<file path="config.mk">
export PLATFORM = sky130hd
export DESIGN_NAME = toff_monitor
export DESIGN_NICKNAME = d
export VERILOG_FILES = /design/src/verilog/toff_pkg.sv /design/src/verilog/toff_monitor.sv /design/src/verilog/toff_chan_filter.sv
export VERILOG_INCLUDE_DIRS = /design/src /design/src/verilog
export SDC_FILE = /design/constraint.sdc
export NUM_CORES = 1
export LEC_CHECK = 0
export BUFFER_PORTS_ARGS = -buffer_cell sky130_fd_sc_hd__buf_2
export CAP_MARGIN = 10
export CORE_MARGIN = 5
export CORE_UTILIZATION = 40
export CTS_CLUSTER_SIZE = 8
export DETAILED_ROUTE_END_ITERATION = 10
export GPL_TIMING_DRIVEN = 1
export PLACE_DENSITY = 0.64
export RECOVER_POWER = 50
export REMOVE_ABC_BUFFERS = 1
export SETUP_SLACK_MARGIN = 0.02
export SLEW_MARGIN = 20
export SYNTH_ARGS = -nofsm -noshare
export SYNTH_HDL_FRONTEND = slang
export SYNTH_SLANG_ARGS = --single-unit
</file>
<file path="constraint.sdc">
create_clock -name clock -period 2.2 [get_ports clock]
set_input_delay 0.44 -clock clock [delete_from_list [all_inputs] [get_ports clock]]
set_output_delay 0.44 -clock clock [all_outputs]
set_load 0.1 [all_outputs]
</file>
<file path="src/verilog/toff_map.svh">
// Constants of the dual channel torque off monitor
`ifndef TOFF_MAP_SVH
`define TOFF_MAP_SVH

// System clock rate in hertz
`define TOFF_CLK_HZ          25000000
// Evaluation cycle of the discrepancy state machine, in milliseconds
`define TOFF_TICK_MS         10
// Default discrepancy time, in milliseconds
`define TOFF_DISC_MS         100
// Longest tolerated low-going test pulse, in microseconds
`define TOFF_TEST_PULSE_US   3500
// Latest switch-off of power stage activation after supply loss, in microseconds
`define TOFF_PWM_OFF_US      125
// Cycles from a supply channel change to the power stage enable flop
`define TOFF_PWM_LATENCY     2

`endif

</file>
<file path="src/verilog/toff_pkg.sv">
// Types of the dual channel torque off monitor
package toff_pkg;

  // One bit per channel, A and B travel together
  typedef struct packed {
    logic a;
    logic b;
  } toff_pair_t;

  // Discrepancy state machine, one-hot
  typedef enum logic [2:0] {
    TOFF_ST_EQUAL = 3'h1,
    TOFF_ST_DISC  = 3'h2,
    TOFF_ST_FAULT = 3'h4
  } toff_state_t;

endpackage

</file>
<file path="src/verilog/toff_monitor.sv">
// Dual channel torque off request logic with discrepancy check
`timescale 1ns/10ps
`include "toff_map.svh"
//
// Summary of operation
// RULE_01: Request only when both inputs low.
// RULE_02: Only the two inputs request torque off.
// RULE_03: Feedback contact closed while torque off active.
// RULE_04: Active if both low within discrepancy time.
// RULE_05: Error when inputs differ beyond discrepancy time.
// RULE_06: Discrepancy time defaults to 100 ms.
// RULE_07: Brief low test pulses never trigger.
// RULE_08: Test pulses up to 3.5 ms tolerated.
// RULE_09: Driver supply off while torque off active.
// RULE_10: No standstill monitoring in torque off.
// RULE_11: No cross-circuit detection on input wiring.
// RULE_12: External circuit should switch both together.
// RULE_13: Sample channels and run machine every 10 ms.
// RULE_14: Power stage disabled within 125 us.
// RULE_15: Indicator green inactive, yellow active, matches contact.
// RULE_16: Synchronise inputs; error latched until acknowledged.

module toff_monitor
  import toff_pkg::*;
#(
  // Clock cycles per evaluation tick
  parameter int TICK_CYCLES  = (`TOFF_CLK_HZ / 1000) * `TOFF_TICK_MS,
  // Longest tolerated test pulse in clock cycles
  parameter int PULSE_CYCLES = (`TOFF_CLK_HZ / 1000000) * `TOFF_TEST_PULSE_US,
  // Discrepancy time in evaluation ticks
  parameter int DISC_TICKS   = `TOFF_DISC_MS / `TOFF_TICK_MS
) (
  // Clock and reset
  input  wire logic        clock,
  input  wire logic        rst,
  // Control inputs, high means no request from that channel
  input  wire logic        torque_off_request_a,
  input  wire logic        torque_off_request_b,
  // Error acknowledge, one-cycle pulse
  input  wire logic        error_ack,
  // Driver supply to the power semiconductors, per channel
  output toff_pkg::toff_pair_t driver_supply,
  // Power stage switching activation allowed
  output logic             pwm_enable,
  // Feedback contact drive, high closes the contact
  output logic             feedback_contact_closed,
  // Status indicator
  output logic             led_green,
  output logic             led_yellow,
  // Torque off state and latched discrepancy error
  output logic             torque_off_active,
  output logic             discrepancy_error
);
  import toff_pkg::*;

  // Cycles allowed between supply loss and power stage switch-off
  localparam int PWM_OFF_CYCLES = (`TOFF_CLK_HZ / 1000000) * `TOFF_PWM_OFF_US;
  localparam int TW = $clog2(TICK_CYCLES);
  localparam int DW = $clog2(DISC_TICKS + 1);

  // Refuse values the logic cannot serve
  if (TICK_CYCLES < 2) begin : g_bad_tick
    $error("TICK_CYCLES must be at least 2");
  end
  if (PULSE_CYCLES < 1) begin : g_bad_pulse
    $error("PULSE_CYCLES must be at least 1");
  end
  if (DISC_TICKS < 1) begin : g_bad_disc
    $error("DISC_TICKS must be at least 1");
  end
  if (`TOFF_PWM_LATENCY > PWM_OFF_CYCLES) begin : g_bad_pwm
    $error("Power stage switch-off path too slow");
  end

  toff_pair_t    level;            // Filtered channel levels
  toff_pair_t    supply_reg;       // Driver supply per channel
  toff_pair_t    supply_next;
  logic          pwm_reg;          // Power stage activation
  logic          pwm_next;
  logic [TW-1:0] tick_cnt_reg;     // Divider for the evaluation tick
  logic [TW-1:0] tick_cnt_next;
  logic          tick_reg;         // One-cycle tick pulse
  logic          tick_next;
  toff_state_t   state_reg;        // Discrepancy state
  toff_state_t   state_next;
  logic [DW-1:0] disc_cnt_reg;     // Ticks spent with unequal channels
  logic [DW-1:0] disc_cnt_next;
  logic          err_reg;          // Latched discrepancy error
  logic          err_next;
  logic          err_set;          // Error event of this cycle
  logic          active_reg;       // Torque off active
  logic          active_next;
  logic          contact_reg;      // Feedback contact drive
  logic          green_reg;        // Indicator green
  logic          yellow_reg;       // Indicator yellow

  // RULE_02: only the two inputs feed the torque off state
  toff_chan_filter #(
    .PULSE_CYCLES (PULSE_CYCLES)
  ) u_filt_a (
    .clock     (clock),
    .rst       (rst),
    .raw_in    (torque_off_request_a),
    .level_out (level.a)
  );

  toff_chan_filter #(
    .PULSE_CYCLES (PULSE_CYCLES)
  ) u_filt_b (
    .clock     (clock),
    .rst       (rst),
    .raw_in    (torque_off_request_b),
    .level_out (level.b)
  );

  // Supply and power stage path runs every cycle, not on the slow tick,
  // so a supply loss reaches the power stage within two clocks.
  always_comb begin
    // RULE_09: channel low cuts its supply
    supply_next = level;
    // RULE_14: stage off next cycle
    pwm_next    = supply_reg.a & supply_reg.b & ~err_reg;
  end

  // Supply and power stage flops, both off from reset
  always_ff @(posedge clock or posedge rst) begin
    if (rst) begin
      supply_reg <= '0;
      pwm_reg    <= 1'b0;
    end else begin
      supply_reg <= supply_next;
      pwm_reg    <= pwm_next;
    end
  end

  // Evaluation tick divider
  always_comb begin
    tick_cnt_next = tick_cnt_reg + TW'(1);
    tick_next     = 1'b0;
    // RULE_13: one tick per 10 ms
    if (tick_cnt_reg == TW'(TICK_CYCLES - 1)) begin
      tick_cnt_next = '0;
      tick_next     = 1'b1;
    end
  end

  // Tick flops
  always_ff @(posedge clock or posedge rst) begin
    if (rst) begin
      tick_cnt_reg <= '0;
      tick_reg     <= 1'b0;
    end else begin
      tick_cnt_reg <= tick_cnt_next;
      tick_reg     <= tick_next;
    end
  end

  // Discrepancy state machine, moves only on a tick. Standstill is not
  // watched and the wiring is not checked for cross faults; an external
  // safety relay must add that if the application needs it.
  // RULE_10: no standstill monitor
  // RULE_11: no cross-circuit check
  always_comb begin
    state_next    = state_reg;
    disc_cnt_next = disc_cnt_reg;
    active_next   = active_reg;
    err_set       = 1'b0;
    if (tick_reg) begin
      // RULE_13: judge supplies each tick
      // RULE_01: both low means request
      // RULE_04: active once both are low
      active_next = ~supply_reg.a & ~supply_reg.b;
      case (state_reg)
        TOFF_ST_EQUAL: begin
          // A level change leaves the channels unequal
          if (supply_reg.a != supply_reg.b) begin
            state_next    = TOFF_ST_DISC;
            disc_cnt_next = '0;
          end
        end
        TOFF_ST_DISC: begin
          if (supply_reg.a == supply_reg.b) begin
            // Second channel followed in time
            state_next = TOFF_ST_EQUAL;
          end else if (disc_cnt_reg == DW'(DISC_TICKS)) begin
            // RULE_05: unequal too long
            // RULE_06: default 100 ms
            state_next = TOFF_ST_FAULT;
            err_set    = 1'b1;
          end else begin
            disc_cnt_next = disc_cnt_reg + DW'(1);
          end
        end
        TOFF_ST_FAULT: begin
          // Error stays latched; the machine rearms once equal again
          if (supply_reg.a == supply_reg.b) begin
            state_next = TOFF_ST_EQUAL;
          end
        end
        default: begin
          state_next = TOFF_ST_EQUAL;
        end
      endcase
    end
  end

  // RULE_16: error held until acknowledged, set wins
  always_comb begin
    err_next = err_reg;
    if (error_ack) begin
      err_next = 1'b0;
    end
    if (err_set) begin
      err_next = 1'b1;
    end
  end

  // State machine flops
  always_ff @(posedge clock or posedge rst) begin
    if (rst) begin
      state_reg    <= TOFF_ST_EQUAL;
      disc_cnt_reg <= '0;
      active_reg   <= 1'b0;
      err_reg      <= 1'b0;
    end else begin
      state_reg    <= state_next;
      disc_cnt_reg <= disc_cnt_next;
      active_reg   <= active_next;
      err_reg      <= err_next;
    end
  end

  // Contact and indicator follow the active flag one clock later. Both
  // stay dark after reset until the first tick has judged the inputs.
  always_ff @(posedge clock or posedge rst) begin
    if (rst) begin
      contact_reg <= 1'b0;
      green_reg   <= 1'b0;
      yellow_reg  <= 1'b0;
    end else if (tick_reg || state_reg != TOFF_ST_EQUAL || contact_reg != active_reg) begin
      // RULE_03: contact closed while active
      contact_reg <= active_reg;
      // RULE_15: indicator matches contact
      green_reg   <= ~active_reg;
      yellow_reg  <= active_reg;
    end
  end

  // Outputs straight from flops
  assign driver_supply           = supply_reg;
  assign pwm_enable              = pwm_reg;
  assign feedback_contact_closed = contact_reg;
  assign led_green               = green_reg;
  assign led_yellow              = yellow_reg;
  assign torque_off_active       = active_reg;
  assign discrepancy_error       = err_reg;

endmodule // toff_monitor

</file>
<file path="src/verilog/toff_chan_filter.sv">
// One control channel: synchroniser and test pulse filter
`timescale 1ns/10ps
`include "toff_map.svh"

module toff_chan_filter #(
  parameter int PULSE_CYCLES = 87500
) (
  // Clock and reset
  input  wire logic clock,
  input  wire logic rst,
  // Raw control input, high means no request
  input  wire logic raw_in,
  // Filtered level, low after reset and after a real request
  output logic      level_out
);
  import toff_pkg::*;

  localparam int CW = $clog2(PULSE_CYCLES + 1);

  // Refuse a zero pulse limit, the counter would never arm
  if (PULSE_CYCLES < 1) begin : g_bad_pulse
    $error("PULSE_CYCLES must be at least 1");
  end

  logic          sync1_reg;     // First synchroniser stage, read only by stage two
  logic          sync2_reg;     // Second synchroniser stage
  logic [CW-1:0] low_cnt_reg;   // Consecutive low samples
  logic [CW-1:0] low_cnt_next;
  logic          level_reg;     // Filtered channel level
  logic          level_next;

  // RULE_16: two stage synchroniser
  always_ff @(posedge clock or posedge rst) begin
    if (rst) begin
      sync1_reg <= 1'b0;
      sync2_reg <= 1'b0;
    end else begin
      sync1_reg <= raw_in;
      sync2_reg <= sync1_reg;
    end
  end

  // Low must outlast the longest test pulse before it counts
  always_comb begin
    low_cnt_next = low_cnt_reg;
    level_next   = level_reg;
    if (sync2_reg) begin
      // High restores the channel at once
      low_cnt_next = '0;
      level_next   = 1'b1;
    end else if (low_cnt_reg == CW'(PULSE_CYCLES)) begin
      // RULE_07: pulse ignored until here
      level_next   = 1'b0;
    end else begin
      // RULE_08: count up to 3.5 ms
      low_cnt_next = low_cnt_reg + CW'(1);
    end
  end

  // Reset to low: the safe reading until the input proves high
  always_ff @(posedge clock or posedge rst) begin
    if (rst) begin
      low_cnt_reg <= '0;
      level_reg   <= 1'b0;
    end else begin
      low_cnt_reg <= low_cnt_next;
      level_reg   <= level_next;
    end
  end

  assign level_out = level_reg;

endmodule // toff_chan_filter

</file>
==> After elaboration in Yosys (flattened, before gate mapping) <==
Cells that the tools add are included.
Widths: inputs -> output; s select.
{ "word_totals": {"ff_bits": 73, "in_bits": 5, "output_inout_bits": 8, "wordCells": 81} }
{ "op_classes": {"addsub": 4, "eq_ne": 18, "n_mux": 25, "n_bitwise": 7, "n_reduce_logical": 8} }
{ "op_table": {"columns": ["cell", "n"], "rows": [
  ["$mux 17", 4],
  ["$add 17x1->17 const B", 2],
  ["$eq 17x17->1 const B", 2],
  ["$add 18x1->18 const B", 1],
  ["$eq 18x18->1 const B", 1],
  ["$mux 18", 1],
  ["$mux 3", 4],
  ["$mux 4", 3],
  ["$mux 1", 11],
  ["$pmux 3 s3", 1],
  ["$ne 2x2->1 const B", 4],
  ["$pmux 4 s2", 1],
  ["$reduce_bool 2->1", 4],
  ["$reduce_and 5->1", 1],
  ["$add 4x1->4 const B", 1],
  ["$eq 4x4->1 const B", 1],
  ["$ne 2x1->1 const B", 2],
  ["$not 1->1", 4],
  ["$reduce_and 4->1", 1],
  ["$and 1x1->1", 3],
  ["$eq 3x1->1 const B", 1],
  ["$eq 3x2->1 const B", 1],
  ["$eq 3x3->1 const B", 1],
  ["$ne 3x1->1 const B", 1],
  ["4 further kinds", 6]
]} }

==> Logic depth before layout (Yosys ltp) <==
Gate-level depths: netlist (run 1).
{ "depth": {"ltp_word": 6, "depth_mapped": 6, "mapped_depth_nobuf": 6} }

==> Cells and area by module <==
From an unflattened synthesis (run 1), not the netlist that was laid out.
{ "hier_totals": {"hier_cells": 357, "hier_area_um2": 3648.5} }
{ "by_module_without_submodules": {"columns": ["mod", "n_inst", "cells_per_inst", "area_per_inst_um2", "seq_area_each_um2"], "rows": [
  ["toff_chan_filter", 2, 102, 1018.5, 500.5],
  ["toff_monitor", 1, 153, 1611.5, 827.0]
]} }

==> Worst setup path after synthesis (run 1) <==
Ideal clock, no wire load.
{ "synth_path": {"kind": "register to register", "startpoint": "reg supply_reg (netlist bit driver_supply[0])", "endpoint": "reg disc_cnt_reg[3]", "setup_ns": 0.086, "t_arrival_ns": 2.293, "required_ns": 2.114, "path_slack_ns": -0.179, "path_stages_with_launch": 7, "path_buffers": 0, "period_less_slack_ns": 2.379, "cell_sequence": "dfrtp_1 > inv_1 > ha_1 > nand2_1 > or3_1 > or3_1 > a32oi_1"} }
{ "synth_via": {"elab_chain_len": 3, "word_cells_on_any_way": 5, "cone_classes": "eq/ne (4); reduce/logical (1)"} }
{ "synth_lines": {"columns": ["item", "line", "source"], "rows": [
  ["start, declared", "toff_monitor.sv:76", "toff_pair_t supply_reg;"],
  ["start signal, assigned", "toff_monitor.sv:131", "supply_reg <= supply_next;"],
  ["$eq 1x1->1 / $ne 1x1->1 (equally long branches)", "toff_monitor.sv:182, toff_monitor.sv:176", null],
  ["$ne 2x2->1 (no source line)", null, null],
  ["$reduce_and 5->1 (no source line) *", null, null],
  ["end signal, assigned", "toff_monitor.sv:227", "disc_cnt_reg <= disc_cnt_next;"],
  ["end, declared", "toff_monitor.sv:86", "logic [DW-1:0] disc_cnt_reg;"]
]} }
Every way passes the cells marked *; elsewhere a longest branch is shown, timed or not.
A chain may end at the register's enable or synchronous reset.

==> Final worst setup path (run 1) <==
{ "layout_path": {"startpoint": "reg u_filt_a.low_cnt_reg[0]", "endpoint": "reg u_filt_a.low_cnt_reg[1]"} }
{ "layout_via": {"elab_chain_len": 3, "word_cells_on_any_way": 5, "cone_classes": "add/sub (1); eq/ne (2); mux (2)"} }
{ "layout_lines": {"columns": ["item", "line", "source"], "rows": [
  ["start, declared", "toff_chan_filter.sv:27", "logic [CW-1:0] low_cnt_reg;"],
  ["start signal, assigned", "toff_chan_filter.sv:66", "low_cnt_reg <= low_cnt_next;"],
  ["$add 17x1->17", "toff_chan_filter.sv:56", "low_cnt_next = low_cnt_reg + CW'(1);"],
  ["$mux 17", "toff_chan_filter.sv:51", "end else if (low_cnt_reg == CW'(PULSE_CYCLES)) begin"],
  ["$mux 17", "toff_chan_filter.sv:47", "if (sync2_reg) begin"]
]} }
Several ways; a longest one is shown, not always the timed one. The select of a mux whose other input is x is not followed.

==> flow_summary.ini, run 1 <==
[worst_setup_path]
crit_buf_inv = 1
reg2reg_to = u_filt_a.low_cnt_reg[1]
slowest_delay_ns = 0.52
crit_arrival_ns = 2.19
start_kind = flip-flop
worstSetupPathType = flip-flop to flip-flop
required_ns = 2.41
critPathTopFamily = simple AND/OR/NAND/NOR gates
rrSetupSlack_ns = 0.22
critical_path.cell_chain = inv_1 > ha_1 > or4bb_1 > nor4_4 > mux2i_1 > nor2_1
slowest_stage = or4bb_1
cp-end-kind = flip-flop
path_max_fanout = 8
reg2reg_from = u_filt_a.low_cnt_reg[0]
reg2reg_depth = 6
critPathLaunch = u_filt_a.low_cnt_reg[0]

[outcome]
status = finished, final reports clean

[synthesis]
synth.top_cell.area_share = 0.507
synthCells = 349
ys.flop_type = dfrtp_1
syn_area_sq_um = 3560
syn_avg_cell_area_sq_um = 10.2
synth_top_family_by_area = simple AND/OR/NAND/NOR gates
synth_area_leaders = dfrtp_1 (51%), xnor2_1 (5.4%), nor2_1 (4.1%), ha_1 (3.2%), xor2_1 (2.7%)
ys_ff_latch = 73
synth_compound_area_frac = 0.0707
synthAdderAreaFrac = 0.0317
yosysWarnings = 0
synthXorXnorAreaFrac = 0.0813
synthSimpleGateAreaFrac = 0.254
muxShareOfSynthArea = 0.0183
yosysTopAreaCell = dfrtp_1
yosysUniqueCellTypes = 48
ys_seq_area_frac = 0.514
synth-edff-count = 0
async_flop_share = 1.00

[sta]
finalCriticalPeriod_ns = 1.98
max_slew_margin = 0.446
layout_worst_path_cycle_share = 0.900
tns_ns = 0
rsz0062_at_grt = false
setup_viol = 0
hold_viol = 0
drv_slew = 0
tightestPinTransition_ns = 0.830
fin_skew_ns = 0.00858
max_freq_mhz = 505

[die]
io_pins = 13
core-area_sq_um = 8680
num_rows = 34
initial_utilization = 0.410
dieWidth_um = 104
fp.dieH_um = 104
fp.dieArea_sq_um = 10900

[power]
peakVddDrop_mv = 0.394
power_mw = 2.39
p_seq_frac = 0.576
p_sw_frac = 0.239
p_int_mw = 1.82
pwr-share-clk = 0.401
p_leak_nw = 1.66
switching_power_uw = 571
cellPowerDensity_nw_per_um2 = 609
pwr-share-comb = 0.024

[global_route]
first_global_vias = 2400
antenna_found_initial = 0
track_usage = 0.121
overflow = 0
grt_max_degree = 30
grt_pass1_wl_um = 11100

[routing]
wl_per_cell_um = 13.3
via_per_inst = 5.25
firstDrtPassIters = 4
drt_wl_total_um = 6410
drc = 0
vias = 2525
drtIter0Drc = 144
antenna_left = 0

[placed_design]
port_buffers = 12
dp_hpwl_um = 4430
globalplace.congestion = 0.796

[worst_hold_path]
min-delay-start = torque_off_request_a
worstHoldEndpoint = u_filt_a.sync1_reg
hold_depth = 1
hold_path_class = input port to flip-flop

[clock_tree]
h-tree-depth = 3
cts_buffer_depth = 2
clk_latency_ns = 0.33
cts-root-buf = clkbuf_8
cts_setup_buffers = 0
cts_buffers = 9
clk_pin_slew_worst_paths_ns = 0.08
post_cts_resized = 0
cts_hold_buf = 0
tritoncts = done
clock-sinks = 73

[cells_and_area]
final_nets = 382
syn_to_final_growth_pct = 10.3
drive_gt1_frac = 0.121
antenna_cells = 0
fillers = 819
largest_reg_flops = 18

[flow_run]
maxCapViolCount = 0
power by group through the flow:
stage | registers, mW | clock network, mW | logic (mW)
finish | 1.37 | 0.957 | 0.0567
global route | 1.38 | 1.06 | 0.0693
CTS | 1.38 | 1.00 | 0.0679
detailed placement | 1.40 | 0 | 0.0677
global placement | 1.40 | 0 | 0.0652
floorplan | 1.40 | 0 | 0.0419
cells by family after synthesis:
family	after synthesis
flops	73
compound gates	41
fa+ha+maj	9
simple gates	160
mux	6
xor+xnor	33
buf+inv	27
how the worst max path moves through the flow:
| stage | end | slack, ns | cells past startpoint |
|---|---|---|---|
| final | u_filt_a.low_cnt_reg[1] | 0.22 | 6 |
| after global routing | u_filt_a.low_cnt_reg[3] | 0.08 | 6 |
| after CTS | u_filt_a.low_cnt_reg[1] | 0.18 | 6 |
| after detailed placement | u_filt_a.low_cnt_reg[1] | 0.20 | 6 |
| after global placement | u_filt_a.low_cnt_reg[1] | 0.30 | 6 |
| after floorplan | disc_cnt_reg[3] | -0.18 | 6 |
layout by cell type (no fill, tap or decap), types with 3 or more instances in the layout:
master and count:
mux2_2 4, xor2_1 11, buf_2 12, clkbuf_8 10, or4_1 4, nand2_1 21, inv_1 18, a21oi_1 15
o21ai_0 10, nand3_1 19, nor2b_1 6, o31ai_1 5, xnor2_1 22, nor4_1 14, dfrtp_1 72, nand4_1 13
or3_1 9, and3_1 4, buf_4 3, nor3_1 9, ha_1 9, nor2_1 39
layer usage:
metal / up-vias / track usage / wire length, um
li1: 1288 / - / -
met1: 1212 / 0.169 / 3210
met2: 23 / 0.186 / 3000
met3: 2 / 0.0329 / 172
met4: 0 / 0.0333 / 25
met5: - / 0 / 0
area by class of cell:
cell class                 count  area, sq um  area share
sequential                    73         1830       0.466
tap                          108          135      0.0344
clock inverter                 5         37.5     0.00957
inverter                      18         67.6      0.0172
multi-input combinational    249         1620       0.413
timing repair buffer          17         92.6      0.0236
clock buffer                  11          141      0.0360
Yosys cell counts, types with 4 or more instances:
cell type / n
dfrtp_1: 72
nor2_1: 39
xnor2_1: 22
nand2_1: 21
nand3_1: 19
inv_1: 18
a21oi_1: 15
nor4_1: 14
nand4_1: 13
xor2_1: 11
o21ai_0: 10
ha_1: 9
nor3_1: 9
or3_1: 9
clkbuf_1: 6
nor2b_1: 6
o31ai_1: 5
and3_1: 4
mux2_2: 4
or4_1: 4
worst reg2reg max path, delay by kind of cell (launching register included):
kind / cells / cell delay, ns
flops: 1 / 0.42
buf+inv: 1 / 0.11
mux: 1 / 0.24
simple gates: 3 / 0.93
fa+ha+maj: 1 / 0.15
per-stage QoR:
step | hold WS, ns | cell area [sq um] | setup slack (ns) | utilization | std cells
after floorplan | 0.331 | 3520 | -0.183 | - | 340
after global placement | 0.335 | 3770 | 0.298 | 0.435 | 465
after detailed placement | 0.340 | 3770 | 0.202 | 0.435 | 465
after CTS | 0.136 | 3950 | 0.183 | 0.456 | 481
after global routing | 0.185 | 3920 | 0.0802 | 0.452 | 481
final | 0.203 | 3920 | 0.220 | 0.452 | 481
(Power assumes the default switching activity.)
==> run 2, diff against run 1 <==
--- a/config.mk
+++ b/config.mk
@@ -16,8 +16,9 @@
 export PLACE_DENSITY = 0.64
 export RECOVER_POWER = 50
 export REMOVE_ABC_BUFFERS = 1
-export SETUP_SLACK_MARGIN = 0.02
+export SETUP_SLACK_MARGIN = 0.5
 export SLEW_MARGIN = 20
 export SYNTH_ARGS = -nofsm -noshare
 export SYNTH_HDL_FRONTEND = slang
 export SYNTH_SLANG_ARGS = --single-unit
+export TNS_END_PERCENT = 100
==> run 2 against run 1 <==
Compared with the run above: fmax rose by 7.6%; total power is 1.8% higher; combinational power increased by 61%; sequential share of layout area down 4.0 points; largest cell class unchanged; highest routed layer unchanged.
==> flow_summary.ini, run 2 (same netlist as run 1, synthesis figures left out) <==
[worst_setup_path]
cp-end-kind = flip-flop
worstSetupPathType = flip-flop to flip-flop
start_kind = flip-flop
reg2reg_depth = 6
path_max_fanout = 4
required_ns = 2.45
crit_arrival_ns = 2.09

[clock_tree]
h-tree-depth = 3
cts-root-buf = clkbuf_8
cts_buffers = 9
clk_pin_slew_worst_paths_ns = 0.08
clk_latency_ns = 0.34
tritoncts = done
clock-sinks = 73
cts_buffer_depth = 2

[worst_hold_path]
hold_depth = 1
hold_path_class = input port to flip-flop

[sta]
fin_skew_ns = 0.00951
max_slew_margin = 0.440
fin_ws_ns = 0.360
max_freq_mhz = 543
layout_worst_path_cycle_share = 0.837
drv_slew = 0
finalCriticalPeriod_ns = 1.84
setup_viol = 0
tightestPinTransition_ns = 0.840
hold_viol = 0
rsz0062_at_grt = true

[power]
cellPowerDensity_nw_per_um2 = 564
peakVddDrop_mv = 0.399
p_leak_nw = 1.87

[routing]
firstDrtPassIters = 4
wl_per_cell_um = 14.2
antenna_left = 0
wl_met2_um = 3570
wl_met3_um = 208
via_per_inst = 5.36
drc = 0
vias = 2723
drtIter0Drc = 159
drt_wl_total_um = 7230
highest_layer = met4
wl_met1_um = 3420

[die]
io_pins = 13
dieWidth_um = 104
num_rows = 34
initial_utilization = 0.410
fp.dieArea_sq_um = 10900
fp.dieH_um = 104
core-area_sq_um = 8680

[placed_design]
dp_hpwl_um = 4430
place_area_sq_um = 3770
port_buffers = 12
pre_cts_slack_ns = 0.202
globalplace.congestion = 0.796

[cells_and_area]
final_common_cell = dfrtp_1
final_nets = 409
fin_area_sq_um = 4320
antenna_cells = 0
final_cell_mix = dfrtp_1 (65), nor2_1 (39), buf_4 (29), xnor2_1 (22), nand2_1 (18)
largest_reg_flops = 18
utilization = 0.497
fillers = 795
syn_to_final_growth_pct = 21.4
drive_gt1_frac = 0.275

[outcome]
status = finished, final reports clean

[global_route]
grt_pass1_wl_um = 11700
overflow = 0
antenna_found_initial = 0
grt_max_degree = 30
first_global_vias = 2537
track_usage = 0.127

[flow_run]
maxCapViolCount = 0
[run 2: cell count changes in the layout (fill, tap and decap cells not counted), sizes merged]
cell / delta
clkbuf: +2
buf: +25
[run 2: final timing paths]
| check | start | to | slack, ns |
|---|---|---|---|
| max in group asynchronous | rst | tick_cnt_reg[7] | 0.72 |
| worst max-delay path | u_filt_a.low_cnt_reg[1] | u_filt_a.low_cnt_reg[14] | 0.36 |
| worst min register to register | u_filt_b.sync1_reg | u_filt_b.sync2_reg | 0.36 |
| min in group asynchronous | rst | u_filt_a.low_cnt_reg[1] | 0.26 |
| worst min-delay path | torque_off_request_a | u_filt_a.sync1_reg | 0.20 |
| worst max register to register | u_filt_a.low_cnt_reg[1] | u_filt_a.low_cnt_reg[14] | 0.36 |
[run 2: area by class of cell]
cell class	instances	area, sq um	area share
clock inverters	5	37.5	0.00870
multi-input cells	249	1790	0.415
clock buffers	11	141	0.0328
well taps	108	135	0.0313
inverters	18	67.6	0.0157
repair buffers	44	304	0.0705
flip-flops and latches	73	1840	0.426
[run 2: metrics by stage]
step                hold slack (ns)  total power, mW  instances  setup TNS, ns
floorplan                     0.331             1.44        340          -6.86
global placement              0.335             1.47        465              0
detailed placement            0.340             1.47        465              0
CTS                           0.136             2.46        496              0
global route                  0.186             2.54        508              0
finish                        0.198             2.43        508              0
[run 2: what timing repair did]
action | CTS | global route
setup buffers | 15 | 12
cloned | 0 | 0
pin swaps | 15 | 11
hold buffers | 0 | 0
resized for setup | 22 | 29
setup endpoints to repair | 23 | 34
[run 2: metal layers]
layer / vias to the layer above / track usage
li1: 1330 / -
met1: 1345 / 0.174
met2: 46 / 0.199
met3: 2 / 0.0329
met4: 0 / 0.0370
met5: - / 0
[run 2: power by group]
part	internal [mW]	switching, mW	leakage [nW]
clock network	0.447	0.520	0.0863
logic	0.0402	0.0512	0.835
registers	1.35	0.0214	0.945
total	1.84	0.592	1.87
[run 2: worst max-delay path: stages, from the launching register on]
cell and delay (ns):
dfrtp_1 0.39, buf_4 0.13, ha_4 0.14, nand2_4 0.05, or3_4 0.39, or4_1 0.50, a21oi_1 0.14
